## config.mk

```make
export PLATFORM = sky130hd
export DESIGN_NAME = fesc_top
export DESIGN_NICKNAME = d
export VERILOG_FILES = /design/src/fesc_pkg.sv /design/src/fesc_erase_engine.sv /design/src/fesc_top.sv
export VERILOG_INCLUDE_DIRS = /design/src
export SDC_FILE = /design/constraint.sdc
export NUM_CORES = 1
export LEC_CHECK = 0
export CAP_MARGIN = 20
export CELL_PAD_IN_SITES_DETAIL_PLACEMENT = 0
export CELL_PAD_IN_SITES_GLOBAL_PLACEMENT = 1
export CORE_AREA = 3 3 91 102
export DETAILED_ROUTE_END_ITERATION = 12
export DIE_AREA = 0 0 94 105
export DONT_BUFFER_PORTS = 1
export GPL_TIMING_DRIVEN = 0
export MAX_ROUTING_LAYER = met4
export PLACE_DENSITY = 0.8
export SLEW_MARGIN = 10
export SYNTH_ARGS = -nofsm -noshare
export SYNTH_HDL_FRONTEND = slang
export SYNTH_SLANG_ARGS = --single-unit
```

## constraint.sdc

```tcl
create_clock -name clk -period 2.28 [get_ports clk]
set_input_delay 0.342 -clock clk [delete_from_list [all_inputs] [get_ports clk]]
set_output_delay 0.342 -clock clk [all_outputs]
set_load 0.02 [all_outputs]
```

## src/fesc_params.svh

```systemverilog
// Purpose: constants of the flash erase-suspend control block
// Assumes: 10 MHz clock; registers are 8 bits wide in the low byte
// Notes: register indices times four give the byte address
`ifndef FESC_PARAMS_SVH
`define FESC_PARAMS_SVH

// ==========================================================================
// register indices and reset values
`define FESC_IDX_SUSPEND_CTRL 10'h1B6
`define FESC_IDX_CONTROL_ZERO 10'h1B4
`define FESC_IDX_STATUS 10'h1B0
`define FESC_IDX_COMMAND 10'h1B1
`define FESC_SCR_RESET 8'h00
`define FESC_CZR_RESET 8'h00

// ==========================================================================
// field positions
`define FESC_B_SUS_EN 0
`define FESC_B_SUS_REQ 1
`define FESC_B_IRQ_SUS_EN 2
`define FESC_B_LCR_EN 7
`define FESC_B_RW_EN 1
`define FESC_B_MODE_SEL 2
`define FESC_B_FSTOP 3
`define FESC_B_SEQ_RST 4
`define FESC_B_LCR_ACT 0
`define FESC_B_SUS_FLAG 6
`define FESC_B_READY 7
`define FESC_B_CMD_ERASE 0
`define FESC_B_CMD_PROG 1
`define FESC_B_CMD_AREA 2
`define FESC_B_CMD_BLK 4

// ==========================================================================
// timing
`define FESC_CLK_KHZ 10000
`define FESC_ERASE_TIME_US 200
`define FESC_PROG_TIME_US 50
`define FESC_SUS_DELAY_US 5
`define FESC_ERASE_CYC ((`FESC_ERASE_TIME_US * `FESC_CLK_KHZ) / 1000)
`define FESC_PROG_CYC ((`FESC_PROG_TIME_US * `FESC_CLK_KHZ) / 1000)
`define FESC_SUS_DLY_CYC ((`FESC_SUS_DELAY_US * `FESC_CLK_KHZ) / 1000)

`endif

```

## src/fesc_pkg.sv

```systemverilog
// Purpose: types of the flash erase-suspend control block
// Assumes: nothing
// Notes: shared by the top and the erase engine
`default_nettype none

package fesc_pkg;
  // ========================================================================
  // access check
  typedef enum logic [2:0] {
    FESC_OP_READ,
    FESC_OP_PROGRAM,
    FESC_OP_ERASE,
    FESC_OP_BLANK,
    FESC_OP_LOCK_PROG,
    FESC_OP_LOCK_READ,
    FESC_OP_CLR_STATUS
  } fesc_op_t;

  typedef struct packed {
    logic rom_area;
    logic [1:0] block;
  } fesc_target_t;

  typedef struct packed {
    fesc_op_t op;
    fesc_target_t where;
  } fesc_access_t;

  // ========================================================================
  // erase engine
  typedef enum logic [2:0] {
    FESC_ENG_IDLE,
    FESC_ENG_ERASE,
    FESC_ENG_SUS_WAIT,
    FESC_ENG_SUSPENDED,
    FESC_ENG_PROG
  } fesc_eng_state_t;

  typedef struct packed {
    logic ready;
    logic suspended;
    logic erasing;
    logic programming;
  } fesc_eng_stat_t;
endpackage : fesc_pkg

`default_nettype wire

```

## src/fesc_erase_engine.sv

```systemverilog
// Purpose: auto-erase and auto-program sequencer with erase-suspend
// Assumes: suspend_go already qualified by the suspend enable
// Notes: the remaining erase time is kept across a suspend
`timescale 1ns/1ps
`default_nettype none
`include "fesc_params.svh"

module fesc_erase_engine import fesc_pkg::*; (
  // clock and reset
  input wire logic clk,
  input wire logic reset,
  // commands
  input wire logic start_erase,
  input wire logic start_prog,
  input wire logic suspend_go,
  input wire logic abort,
  // state
  output var fesc_eng_stat_t stat
);
  localparam logic [11:0] ERASE_CYC = 12'(`FESC_ERASE_CYC);
  localparam logic [11:0] PROG_CYC = 12'(`FESC_PROG_CYC);
  localparam logic [11:0] SUS_CYC = 12'(`FESC_SUS_DLY_CYC);
  localparam int SDLY1 = `FESC_SUS_DLY_CYC + 1;

  fesc_eng_state_t state_q, state_d;
  logic [11:0] left_q, left_d, dly_q, dly_d;
  logic back_q, back_d;

  // ==========================================================================
  // sequencer
  always_comb begin
    state_d = state_q;
    left_d = left_q;
    dly_d = dly_q;
    back_d = back_q;
    unique case (state_q)
      FESC_ENG_IDLE: begin
        if (start_erase) begin
          state_d = FESC_ENG_ERASE;
          left_d = ERASE_CYC;
        end else if (start_prog) begin
          state_d = FESC_ENG_PROG;
          dly_d = PROG_CYC;
          back_d = 1'b0;
        end
      end
      FESC_ENG_ERASE: begin
        if (left_q == 12'h001) begin
          state_d = FESC_ENG_IDLE;
        end else begin
          left_d = left_q - 12'h001;
          if (suspend_go) begin
            state_d = FESC_ENG_SUS_WAIT;
            dly_d = SUS_CYC;
          end
        end
      end
      FESC_ENG_SUS_WAIT: begin
        // erase keeps running until the suspend delay is over
        if (left_q == 12'h001) begin
          state_d = FESC_ENG_IDLE;
        end else begin
          left_d = left_q - 12'h001;
          if (!suspend_go) begin
            state_d = FESC_ENG_ERASE;
          end else if (dly_q == 12'h001) begin
            state_d = FESC_ENG_SUSPENDED;
          end else begin
            dly_d = dly_q - 12'h001;
          end
        end
      end
      FESC_ENG_SUSPENDED: begin
        if (!suspend_go) begin
          state_d = FESC_ENG_ERASE;
        end else if (start_prog) begin
          state_d = FESC_ENG_PROG;
          dly_d = PROG_CYC;
          back_d = 1'b1;
        end
      end
      FESC_ENG_PROG: begin
        // programming ignores suspend requests
        if (dly_q == 12'h001) begin
          state_d = back_q ? FESC_ENG_SUSPENDED : FESC_ENG_IDLE;
        end else begin
          dly_d = dly_q - 12'h001;
        end
      end
    endcase
    if (abort) begin
      state_d = FESC_ENG_IDLE;
      back_d = 1'b0;
    end
  end

  always_ff @(posedge clk) begin
    if (reset) begin
      state_q <= FESC_ENG_IDLE;
      left_q <= 12'h000;
      dly_q <= 12'h000;
      back_q <= 1'b0;
    end else begin
      state_q <= state_d;
      left_q <= left_d;
      dly_q <= dly_d;
      back_q <= back_d;
    end
  end

  assign stat = '{
    ready: (state_q == FESC_ENG_IDLE) || (state_q == FESC_ENG_SUSPENDED),
    suspended: state_q == FESC_ENG_SUSPENDED,
    erasing: (state_q == FESC_ENG_ERASE) || (state_q == FESC_ENG_SUS_WAIT),
    programming: state_q == FESC_ENG_PROG
  };
endmodule : fesc_erase_engine

`default_nettype wire

```

## src/fesc_top.sv

```systemverilog
// Purpose: flash rewrite mode and erase-suspend control, Wishbone slave
// Assumes: irq_req, lso_mode and xin_stopped come from logic on clk
// Notes: registers sit in the low byte of each 32-bit word
`timescale 1ns/1ps
`default_nettype none
`include "fesc_params.svh"

module fesc_top import fesc_pkg::*; (
  // clock and reset
  input wire logic clk,
  input wire logic reset,
  // wishbone slave
  input wire logic wb_cyc_i,
  input wire logic wb_stb_i,
  input wire logic wb_we_i,
  input wire logic [11:0] wb_adr_i,
  input wire logic [3:0] wb_sel_i,
  input wire logic [31:0] wb_dat_i,
  output logic [31:0] wb_dat_o,
  output logic wb_ack_o,
  // system state
  input wire logic irq_req,
  input wire logic lso_mode,
  input wire logic xin_stopped,
  // flash access check
  input wire fesc_access_t acc_i,
  output logic acc_ok,
  // flash array side
  output logic rewrite_mode_a,
  output logic rewrite_mode_b,
  output logic array_read_mode,
  output logic low_current_read,
  output logic flash_stop,
  output fesc_target_t erase_target,
  output logic erase_active,
  output logic suspended
);
  // ==========================================================================
  // bus decode
  function automatic logic hit(input logic [11:0] adr,
                               input logic [9:0] idx);
    return adr[11:2] == idx;
  endfunction : hit

  logic ack_q;
  logic [31:0] dat_q;
  wire logic bus_req = wb_cyc_i & wb_stb_i & ~ack_q;
  wire logic wr = bus_req & wb_we_i & wb_sel_i[0];
  wire logic [7:0] wd = wb_dat_i[7:0];
  wire logic hit_scr = hit(wb_adr_i, `FESC_IDX_SUSPEND_CTRL);
  wire logic hit_czr = hit(wb_adr_i, `FESC_IDX_CONTROL_ZERO);
  wire logic hit_st = hit(wb_adr_i, `FESC_IDX_STATUS);
  wire logic hit_cmd = hit(wb_adr_i, `FESC_IDX_COMMAND);
  wire logic wr_scr = wr & hit_scr;
  wire logic wr_czr = wr & hit_czr;
  wire logic wr_cmd = wr & hit_cmd;

  // ==========================================================================
  // register state
  localparam logic [7:0] SCR_RST = `FESC_SCR_RESET;
  localparam logic [7:0] CZR_RST = `FESC_CZR_RESET;

  logic sus_en_q, sus_req_q, sus_req_d, irq_sus_en_q, lcr_en_q;
  logic [2:0] rsv_q;
  logic rw_en_q, mode_sel_q, fstop_q, lcr_act_q;
  fesc_target_t target_q;
  fesc_eng_stat_t eng;

  wire logic seq_rst = wr_czr & wd[`FESC_B_SEQ_RST];
  wire logic suspend_go = sus_req_q & sus_en_q;
  // interrupt only counts while an erase is running
  wire logic irq_set = irq_req & irq_sus_en_q & sus_en_q & rw_en_q
                     & eng.erasing & ~seq_rst;
  wire logic sw_req_ok = wd[`FESC_B_SUS_REQ] | rw_en_q;

  // ==========================================================================
  // commands
  wire logic cmd_ok = rw_en_q & ~lcr_en_q & ~fstop_q;
  wire logic want_erase = wr_cmd & wd[`FESC_B_CMD_ERASE];
  wire logic want_prog = wr_cmd & wd[`FESC_B_CMD_PROG] & ~want_erase;
  wire fesc_target_t cmd_where = '{
    rom_area: wd[`FESC_B_CMD_AREA],
    block: wd[`FESC_B_CMD_BLK +: 2]
  };
  wire logic other_blk = cmd_where != target_q;
  // no new erase while one is suspended
  wire logic erase_go = want_erase & cmd_ok & eng.ready
                      & ~eng.suspended;
  wire logic prog_go = want_prog & cmd_ok & eng.ready
                     & (~eng.suspended | other_blk);

  always_comb begin
    sus_req_d = sus_req_q;
    if (wr_scr && sw_req_ok) begin
      sus_req_d = wd[`FESC_B_SUS_REQ];
    end
    if (seq_rst) begin
      sus_req_d = 1'b0;
    end
    if (irq_set) begin
      sus_req_d = 1'b1;
    end
  end

  always_ff @(posedge clk) begin
    if (reset) begin
      sus_en_q <= SCR_RST[`FESC_B_SUS_EN];
      irq_sus_en_q <= SCR_RST[`FESC_B_IRQ_SUS_EN];
      lcr_en_q <= SCR_RST[`FESC_B_LCR_EN];
      rsv_q <= SCR_RST[6:4];
    end else if (wr_scr) begin
      sus_en_q <= wd[`FESC_B_SUS_EN];
      irq_sus_en_q <= wd[`FESC_B_IRQ_SUS_EN];
      lcr_en_q <= wd[`FESC_B_LCR_EN];
      rsv_q <= wd[6:4];
    end
  end

  always_ff @(posedge clk) begin
    if (reset) begin
      sus_req_q <= SCR_RST[`FESC_B_SUS_REQ];
    end else begin
      sus_req_q <= sus_req_d;
    end
  end

  // mode select only sets once rewrite is already enabled
  always_ff @(posedge clk) begin
    if (reset) begin
      rw_en_q <= CZR_RST[`FESC_B_RW_EN];
      mode_sel_q <= CZR_RST[`FESC_B_MODE_SEL];
      fstop_q <= CZR_RST[`FESC_B_FSTOP];
    end else if (wr_czr) begin
      rw_en_q <= wd[`FESC_B_RW_EN];
      mode_sel_q <= wd[`FESC_B_MODE_SEL] & rw_en_q
                  & wd[`FESC_B_RW_EN];
      fstop_q <= wd[`FESC_B_FSTOP];
    end
  end

  always_ff @(posedge clk) begin
    if (reset) begin
      target_q <= '0;
      lcr_act_q <= 1'b0;
    end else begin
      if (erase_go) begin
        target_q <= cmd_where;
      end
      lcr_act_q <= lcr_en_q & lso_mode & xin_stopped;
    end
  end

  // ==========================================================================
  // erase engine
  fesc_erase_engine u_engine (
    .clk(clk),
    .reset(reset),
    .start_erase(erase_go),
    .start_prog(prog_go),
    .suspend_go(suspend_go),
    .abort(seq_rst),
    .stat(eng)
  );

  // ==========================================================================
  // access gating
  wire logic same_blk = acc_i.where == target_q;
  wire logic op_rd = acc_i.op == FESC_OP_READ;
  wire logic op_clr = acc_i.op == FESC_OP_CLR_STATUS;
  wire logic op_susp_ok = op_rd | (acc_i.op == FESC_OP_PROGRAM)
                        | (acc_i.op == FESC_OP_LOCK_PROG)
                        | (acc_i.op == FESC_OP_LOCK_READ);
  // erase and blank check never pass during suspend
  wire logic ok_susp = (op_clr & eng.ready)
                     | (~same_blk & op_susp_ok
                        & (op_rd | rw_en_q));
  // background read of rom while data flash erases
  wire logic ok_busy = op_rd & eng.erasing & ~target_q.rom_area
                     & acc_i.where.rom_area;
  wire logic ok_idle = op_rd | rw_en_q;
  assign acc_ok = eng.suspended ? ok_susp
                : (eng.ready ? ok_idle : ok_busy);

  // ==========================================================================
  // outputs
  assign rewrite_mode_a = rw_en_q & ~mode_sel_q;
  assign rewrite_mode_b = rw_en_q & mode_sel_q;
  assign array_read_mode = eng.ready;
  assign low_current_read = lcr_act_q;
  assign flash_stop = fstop_q;
  assign erase_target = target_q;
  assign erase_active = eng.erasing;
  assign suspended = eng.suspended;

  // ==========================================================================
  // register read
  wire logic [7:0] scr_rd = {lcr_en_q, rsv_q, 1'b0, irq_sus_en_q,
                             sus_req_q, sus_en_q};
  wire logic [7:0] czr_rd = {4'h0, fstop_q, mode_sel_q, rw_en_q, 1'b0};
  wire logic [7:0] st_rd = {eng.ready, eng.suspended, 5'h00,
                            lcr_act_q};
  wire logic [7:0] rd_byte = hit_scr ? scr_rd
                           : hit_czr ? czr_rd
                           : hit_st ? st_rd : 8'h00;

  always_ff @(posedge clk) begin
    if (reset) begin
      ack_q <= 1'b0;
      dat_q <= 32'h00000000;
    end else begin
      ack_q <= bus_req;
      if (bus_req && !wb_we_i) begin
        dat_q <= {24'h000000, rd_byte};
      end
    end
  end

  assign wb_ack_o = ack_q;
  assign wb_dat_o = dat_q;
endmodule : fesc_top

`default_nettype wire

```

==> results.md, run 1 <==
* Port bufs at 0
* Crit path cell chain: nand3b_4, nor4_4, o2111a_4, nor2b_2, buf_6, or2_1, buf_6, a32o_1
* Synthesized flop and latch total at 51
* Synth Area in Compound Gates at 0.2223
* Share of layout cells above drive strength 1 at 0.2005
* Core ar. at 0.008320 mm^2
* Residual DRC at 0
* Vias at 2858
* Status: finished clean
* Synth Flop Type: dfxtp_1
* Post-DP HPWL at 6.215 mm
* Combinational family with the most area after synthesis: simple AND/OR/NAND/NOR gates
* Top Ports at 106
* Post-synthesis cell area at 0.003282 mm^2
* Crit path time final at 2208 ps
* Critical Path Max Stage Delay at 390 ps
* CTS tree: yes
* Critical path startpoint category: flip-flop
* First-pass detailed-route iteration total at 5
* Unrepaired setup endpoints after global routing: true
* Cts bufs inserted at 5
* Final setup skew at 8.300 ps
* Clk_lat worst skew at 310 ps
* Worst vdd ir at 0.0002196 V
* Number of global-route vias before repair at 2793
* Root buffer cell: clkbuf_8
* Finish-stage setup viols at 0
* Register area share after synthesis at 0.3111
* GP Congestion at 0.8718
* Rel. slew slack at 0.4439
* Highest clock rate at 0.4529 GHz
* Syn avg cell area at 8.351 um^2
* FFs w/ async S/R, synth at 0
* H-tree depth at 2
* Num rows at 35
* ANT cells at 0
* Global-route wire length before repair at 13.90 mm
* Initial detailed-routing violation count at 198
* Mean routed wirelength per cell at 15.31 um
* Post-synth EDFFs at 0
* Antenna Nets Post-Route at 0
* Final worst-path cycle share at 0.9685
* Crit path max-delay family: simple AND/OR/NAND/NOR gates
* Nets at 496
* Die extent in x at 94 um
* Tot GR Track Use at 0.1767
* Mux cell area share after synthesis at 0.009912
* Vias/cell at 5.293
* Fin. Hold Viols at 0
* Critical path class: flip-flop to flip-flop
* Critical path's slowest cell: dfxtp_1
* Clock sink count at 51
* Least-Margin Pin Slew at 827.3 ps
* Clock-pin transition on the worst setup and hold timing paths at 90 ps
* CP Data Required Time at 2480 ps
* Initial antenna violation count at 0
* PD cells at 414.2 mW/mm^2
* Clock Tree Buf Depth at 2
* Die Ht at 105 um
* Hold buffer count at cts at 0
* Critical path fanouts, max at 9
* Congestion Overflow GR at 0
* Post-synthesis cell type count at 69
* Setup_tns at 0 ps
* Post-synthesis simple-gate area fraction at 0.2753
* Die area at 0.009870 mm^2
* P_leak at 1.392 nW
* Critical Path AT at 2410 ps
* WL final at 8.265 mm
* HP Class: input pin to flip-flop
* Post-Synth Adder-Cell Area at 0.01525
* Largest net degree at the start of global routing at 15
* Initial core utilization at 0.3944
* Synth Warn # at 0
* Mapped Cells at 393
* Max Slew Vio Count at 0
* Max-Cap Viols at 0
* Nature of the critical path endpoint: flip-flop
* Layout area overhead at 12.20%
* Critical Path Most Common Cell: buf_6
* Pwr Total at 1.525 mW
* Synth Area in XOR/XNOR at 0.05528
* WP buf/inv at 2
==> layout by cell type (no fill, tap or decap), drive strengths merged, types with 6 or more instances in the layout <==
cell    netlist  layout
dfxtp        51      51
nand3         9       9
o31ai         6       6
inv          15      15
xor2          8       8
nor4          7       7
nand4        12      12
and2          6       6
conb          1      24
clkbuf       11      17
o21ai        12      12
buf          35      41
nor2         27      27
a21oi        45      45
nand2        45      45
xnor2        11      11
nor3         15      15
==> Yosys cell counts (all sizes together), types with 6 or more instances <==
cell type,instances,area (um^2)
nor4,7,116.4
xor2,8,70.07
nand3,9,45.04
o31ai,6,50.05
nor2,27,103.9
o21ai,12,60.06
xnor2,11,111.4
nor3,15,85.08
a21oi,45,225.2
clkbuf,11,41.29
nand4,12,81.33
nand2,45,168.9
dfxtp,51,1021
inv,15,56.30
buf,35,262.7
and2,6,37.54
==> metal layers <==
layer | vias up | track usage | share of wire
met2 | 69 | 0.2755 | 0.49
met5 | - | - | 0
li1 | 1448 | - | -
met4 | 0 | 0.05366 | 0.012
met3 | 7 | 0.03096 | 0.042
met1 | 1334 | 0.2328 | 0.45
==> report_power, final <==
group / switching [mW] / total [mW] / internal (mW)
Clock: 0.303 / 0.508 / 0.205
Combinational: 0.0793 / 0.126 / 0.0463
Sequential: 0.00143 / 0.892 / 0.891
==> worst register-to-register path, stage by stage, from the launching register on <==
cell	delay (ps)
dfxtp_1	390
nand3b_4	220
nor4_4	370
o2111a_4	310
nor2b_2	50
buf_6	130
or2_1	220
buf_6	150
a32o_1	250
==> cell families (layout without fill, tap and decap cells) <==
kind of cell | after synthesis | in the layout
flops | 51 | 51
buf+inv | 61 | 74
compound gates | 102 | 102
mux | 3 | 3
other cells | 1 | 24
simple gates | 152 | 152
fa+ha+maj | 4 | 4
xor+xnor | 19 | 19
==> sequential cells by signal, indices dropped and copies added, names as in the netlist, 3 cells and up <==
signal,count
erase_target,3
u_engine.left_q,12
u_engine.state_q,3
u_engine.dly_q,12
rsv_q,3
wb_dat_o,8
==> final timing paths <==
path	from	cells after the start	to	slack, ps
max reg2reg	wb_ack_o$_SDFF_PP0_	8	u_engine.dly_q[3]$_SDFFE_PP0P_	70
max	wb_ack_o$_SDFF_PP0_	8	u_engine.dly_q[3]$_SDFFE_PP0P_	70
min reg2reg	rsv_q[2]$_SDFFE_PP0P_	2	rsv_q[2]$_SDFFE_PP0P_	470
min	wb_dat_i[5]	2	erase_target[1]$_SDFFE_PP0P_	150
==> repair_timing <==
item	CTS	global route
setup endpoints to repair	0	13
gates resized for setup	0	12
buffers inserted	0	7
==> through the flow <==
| stage | instance area, um^2 | setup WS, ps | hold WS (ps) | util | instances |
|---|---|---|---|---|---|
| after floorplan | 3368 | 254.0 | 432.1 | - | 416 |
| after global placement | 3507 | 108.2 | 449.5 | 0.4215 | 527 |
| after detailed placement | 3507 | 91.21 | 453.9 | 0.4215 | 527 |
| after CTS | 3583 | 62.86 | 154.2 | 0.4307 | 533 |
| after global routing | 3682 | -18.71 | 156.9 | 0.4426 | 540 |
| final | 3682 | 71.82 | 152.9 | 0.4426 | 540 |
==> layout make-up <==
type / count / area, um^2
clock inverter: 1 / 7.507
sequential: 51 / 1023
inverter: 15 / 56.30
buffer: 46 / 307.8
timing repair buffer: 7 / 52.55
clock buffer: 5 / 68.82
fill: 853 / 4638
tap: 111 / 138.9
multi-input combinational: 304 / 2027
(Power assumes the default switching activity.)
==> run 2: changes to the inputs <==
RECOVER_POWER = 50   (was not set)
==> results.md, run 2 (same netlist as run 1, synthesis figures left out) <==
* Num rows at 35
* HP Class: input pin to flip-flop
* Status: finished clean
* Initial antenna violation count at 0
* Die area at 0.009870 mm^2
* Die Ht at 105 um
* Rel. slew slack at 0.4421
* Tot GR Track Use at 0.1767
* Residual DRC at 0
* Vias/cell at 5.359
* Post-DP HPWL at 6.215 mm
* Antenna Nets Post-Route at 0
* Vias at 2894
* Filler cell count at 855
* NetSw at 0.3802 mW
* Pwr Total at 1.521 mW
* H-tree depth at 2
* Root buffer cell: clkbuf_8
* CTS tree: yes
* Initial core utilization at 0.3944
* First-pass detailed-route iteration total at 4
* Initial detailed-routing violation count at 199
* Busiest layer in global routing: met2
* Sw frac at 0.2500
* Reg power frac at 0.586
* Gate power share at 0.082
* Most common cell after layout, fill and taps aside: dfxtp_1
* Port bufs at 0
* Clock sink count at 51
* Nature of the critical path endpoint: flip-flop
* Clock Tree Buf Depth at 2
* WL final at 8.249 mm
* Most frequent cells in the layout: 49 x dfxtp_1, 45 x a21oi_1, 45 x nand2_1, 35 x buf_4
* Critical Path Max Stage Delay at 390 ps
* Least-Margin Pin Slew at 829.9 ps
* Crit path cell chain: nand3b_4, nor4_4, o2111a_4, nor2b_2, buf_6, or2_1, buf_6, a32o_1
* Crit path time final at 2208 ps
* Finish-stage setup viols at 0
* Unrepaired setup endpoints after global routing: true
* Top Ports at 106
* Cts bufs inserted at 5
* Highest clock rate at 0.4529 GHz
* Critical path class: flip-flop to flip-flop
* Pint at 1.141 mW
* Critical path's slowest cell: dfxtp_1
* PD cells at 414.7 mW/mm^2
* Number of global-route vias before repair at 2793
* Critical path startpoint category: flip-flop
* Critical path fanouts, max at 9
* Clk_lat worst skew at 310 ps
* Critical Path Most Common Cell: buf_6
* ANT cells at 0
* Fin. Hold Viols at 0
* Grt met2 use at 0.2755
* Congestion Overflow GR at 0
* Layout area overhead at 11.74%
* Setup_tns at 0 ps
* Final worst-path cycle share at 0.9684
* Share of layout cells above drive strength 1 at 0.1981
* Worst vdd ir at 0.0002188 V
* Clock-pin transition on the worst setup and hold timing paths at 90 ps
* Mean routed wirelength per cell at 15.28 um
* Nets at 496
* Critical Path AT at 2410 ps
* Die extent in x at 94 um
* Clock power frac at 0.332
* GR Util met3 at 0.03096
* GP Congestion at 0.8718
* Final setup skew at 8.067 ps
* Max-Cap Viols at 0
* Core ar. at 0.008320 mm^2
* Met1 GRT Util at 0.2328
* CP Data Required Time at 2480 ps
* Final worst setup slack at 71.97 ps
* Global-route wire length before repair at 13.90 mm
* P_leak at 1.377 nW
* Max Slew Vio Count at 0
* Worst slack, placed at 91.21 ps
* Largest net degree at the start of global routing at 15
run 2: cell types whose count changed in the layout (fill, tap and decap cells not counted), sizes merged:
| cell | before | now |
|---|---|---|
| buf | 41 | 40 |
| clkbuf | 17 | 18 |
run 2: worst max-delay path: cells and delay by family (launching register included):
kind	cells	cell delay, ps
AND/OR/NAND/NOR	4	860
AO/OA/AOI/OAI	2	560
flip-flops	1	390
buffers and inverters	2	280
run 2: routing by layer:
layer  routed length, um  share of wire
met1                3720           0.45
met2                4044           0.49
met3                 388          0.047
met4                  95          0.012
met5                   0              0
run 2: power by group through the flow:
stage	registers (mW)	clock network, mW	logic [mW]
floorplan	0.913	0	0.110
global placement	0.913	0	0.123
detailed placement	0.913	0	0.124
CTS	0.892	0.523	0.124
global route	0.892	0.557	0.137
finish	0.892	0.504	0.125
run 2: repair_timing:
item / CTS / global route
hold buffers: 0 / 0
gates resized for setup: 0 / 12
endpoints found under the setup margin: 0 / 13
buffers inserted: 0 / 7
run 2: metrics by stage:
stage                     cells  area [um^2]  hold slack (ps)    util
after floorplan             416         3368            432.1       -
after global placement      527         3507            449.5  0.4215
after detailed placement    527         3507            453.9  0.4215
after CTS                   533         3583            154.2  0.4307
after global routing        540         3667            156.9  0.4408
final                       540         3667            155.3  0.4408
run 2: cell type report:
class	instances	area, um^2	area share
multi-input combinational	304	2012	0.5486
sequential	51	1023	0.2791
buffer	46	307.8	0.08393
tap	111	138.9	0.03787
clock buffer	5	68.82	0.01876
inverter	15	56.30	0.01535
timing repair buffer	7	52.55	0.01433
clock inverter	1	7.507	0.002047
run 2: worst paths after layout:
check,cells past startpoint,start,slack [ps],end
max,8,wb_ack_o$_SDFF_PP0_,70,u_engine.dly_q[3]$_SDFFE_PP0P_
min,2,wb_dat_i[5],160,erase_target[1]$_SDFFE_PP0P_
max reg2reg,8,wb_ack_o$_SDFF_PP0_,70,u_engine.dly_q[3]$_SDFFE_PP0P_
min reg2reg,2,rsv_q[0]$_SDFFE_PP0P_,470,rsv_q[0]$_SDFFE_PP0P_
==> run 3: changes to the inputs <==
PLACE_DENSITY = 0.83   (was 0.8)
clock period = 1.8 ns   (was 2.28 ns; I/O delays follow)
==> results.md, run 3 (same netlist as run 1, synthesis figures left out) <==
* H-tree depth at 2
* Clk_lat worst skew at 310 ps
* CP Data Required Time at 2000 ps
* Cts bufs inserted at 5
* Residual DRC at 0
* Antenna Nets Post-Route at 0
* Critical Path AT at 2230 ps
* Critical path fanouts, max at 6
* Clock sink count at 51
* Final worst-path cycle share at 1.125
* Post-DP HPWL at 6.261 mm
* First-pass detailed-route iteration total at 4
* Pwr Total at 2.014 mW
* Clock power frac at 0.358
* NetSw at 0.5165 mW
* Critical path class: flip-flop to flip-flop
* PD cells at 455.7 mW/mm^2
* HP Class: input pin to flip-flop
* Reg power frac at 0.556
* Highest clock rate at 0.4937 GHz
* Most common cell after layout, fill and taps aside: buf_4
* Unrepaired setup endpoints after global routing: true
* Critical path startpoint category: flip-flop
* Num rows at 35
* ANT cells at 0
* Hold Path Stages at 2
* Gate power share at 0.086
* Pint at 1.497 mW
* Critical path's slowest cell: dfxtp_2
* Tot GR Track Use at 0.1912
* Final worst setup slack at -225.4 ps
* Clock Tree Buf Depth at 2
* Port bufs at 0
* Global-route wire length before repair at 14.94 mm
* Status: finished, violations left
* Fin. Hold Viols at 0
* Clock-pin transition on the worst setup and hold timing paths at 100 ps
* Sw frac at 0.2565
* Largest net degree at the start of global routing at 16
* Vias at 3133
* Initial antenna violation count at 0
* Placed inst area at 0.003536 mm^2
* Layout area overhead at 34.66%
* Violated checks: setup timing
* Mean routed wirelength per cell at 16.46 um
* Worst Reg-to-Reg Cells at 9
* Critical Path Most Common Cell: buf_6
* Crit path cell chain: buf_6, nand3b_1, buf_6, clkinvlp_4, nand2_2, nand4_1, or2_4, buf_6, a32o_1
* Die extent in x at 94 um
* WL final at 9.450 mm
* Die Ht at 105 um
* P_leak at 1.619 nW
* Congestion Overflow GR at 0
* Initial core utilization at 0.3944
* Worst vdd ir at 0.0003001 V
* Nature of the critical path endpoint: flip-flop
* Initial detailed-routing violation count at 156
* Rel. slew slack at 0.5511
* Hold buffer count at cts at 0
* CTS tree: yes
* Core ar. at 0.008320 mm^2
* Cell area after layout at 0.004419 mm^2
* Nets at 528
* Finish-stage setup viols at 26
* Share of layout cells above drive strength 1 at 0.3823
* Critical Path Max Stage Delay at 330 ps
* Final setup skew at 10.63 ps
* Least-Margin Pin Slew at 673.4 ps
* Crit path time final at 2025 ps
* Max-Cap Viols at 0
* Vias/cell at 5.458
* Most frequent cells in the layout: 59 x buf_4, 39 x nand2_1, 35 x a21oi_1, 35 x dfxtp_1, 24 x conb_1
* Number of global-route vias before repair at 2908
* Max Slew Vio Count at 0
* Filler cell count at 745
* Die area at 0.009870 mm^2
* GP Congestion at 0.9121
* Top Ports at 106
* Root buffer cell: clkbuf_8
run 3: changes by cell type in the layout (fill, tap and decap cells not counted), sizes merged:
cell    before  now
clkinv       0    1
clkbuf      18   17
buf         40   75
inv         15   14
run 3: area by class of cell:
cell class / instances / area, um^2 / share of cell area
Timing Repair Buffer: 44 / 376.6 / 0.08522
Clock inverter: 1 / 8.758 / 0.001982
Sequential cell: 51 / 1059 / 0.2395
Clock buffer: 7 / 86.33 / 0.01954
Tap cell: 111 / 138.9 / 0.03143
Inverter: 15 / 60.06 / 0.01359
Multi-Input combinational cell: 304 / 2380 / 0.5385
Buffer: 41 / 310.3 / 0.07022
run 3: timing repair:
item	in CTS	in global routing
resized for setup	70	55
endpoints found under the setup margin	31	36
gates cloned	2	0
pin swaps	26	31
buffers inserted	26	16
run 3: metrics by stage:
stage / utilization / worst slack (ps) / hold WS (ps) / TNS, ps / instances
2_1_floorplan: - / -192.0 / 410.5 / -1399 / 416
3_3_place_gp: 0.4250 / -356.0 / 414.2 / -7149 / 527
3_5_place_dp: 0.4250 / -363.2 / 416.7 / -8011 / 527
4_1_cts: 0.4913 / -193.3 / 78.72 / -2868 / 561
5_1_grt: 0.5311 / -328.7 / 90.60 / -6428 / 574
6_report: 0.5311 / -225.4 / 85.82 / -2969 / 574
run 3: worst max-delay path, delay by kind of cell, from the launching register on:
family          cells  cell delay, ps
buf+inv             4             580
compound gates      1             210
flops               1             330
simple gates        4             800
run 3: power by group through the flow:
stage | sequential [mW] | clock, mW | combinational [mW]
2_1_floorplan | 1.16 | 0 | 0.140
3_3_place_gp | 1.16 | 0 | 0.157
3_5_place_dp | 1.16 | 0 | 0.159
4_1_cts | 1.12 | 0.728 | 0.166
5_1_grt | 1.12 | 0.771 | 0.188
6_report | 1.12 | 0.720 | 0.174
run 3: metal layers:
layer	track usage	part of all wire	vias to the layer above
met2	0.3130	0.52	102
met4	0.05366	0.011	0
met5	-	0	-
met1	0.2404	0.41	1505
li1	-	-	1517
met3	0.03456	0.056	9
run 3: final timing paths:
path	slack (ps)	to	from
setup / recovery	-230	u_engine.dly_q[10]$_SDFFE_PP0P_	u_engine.state_q[2]$_SDFFE_PP0P_
hold / removal	90	sus_en_q$_SDFFE_PP0P_	wb_dat_i[0]
hold reg to reg	470	rsv_q[2]$_SDFFE_PP0P_	rsv_q[2]$_SDFFE_PP0P_
setup reg to reg	-230	u_engine.dly_q[10]$_SDFFE_PP0P_	u_engine.state_q[2]$_SDFFE_PP0P_
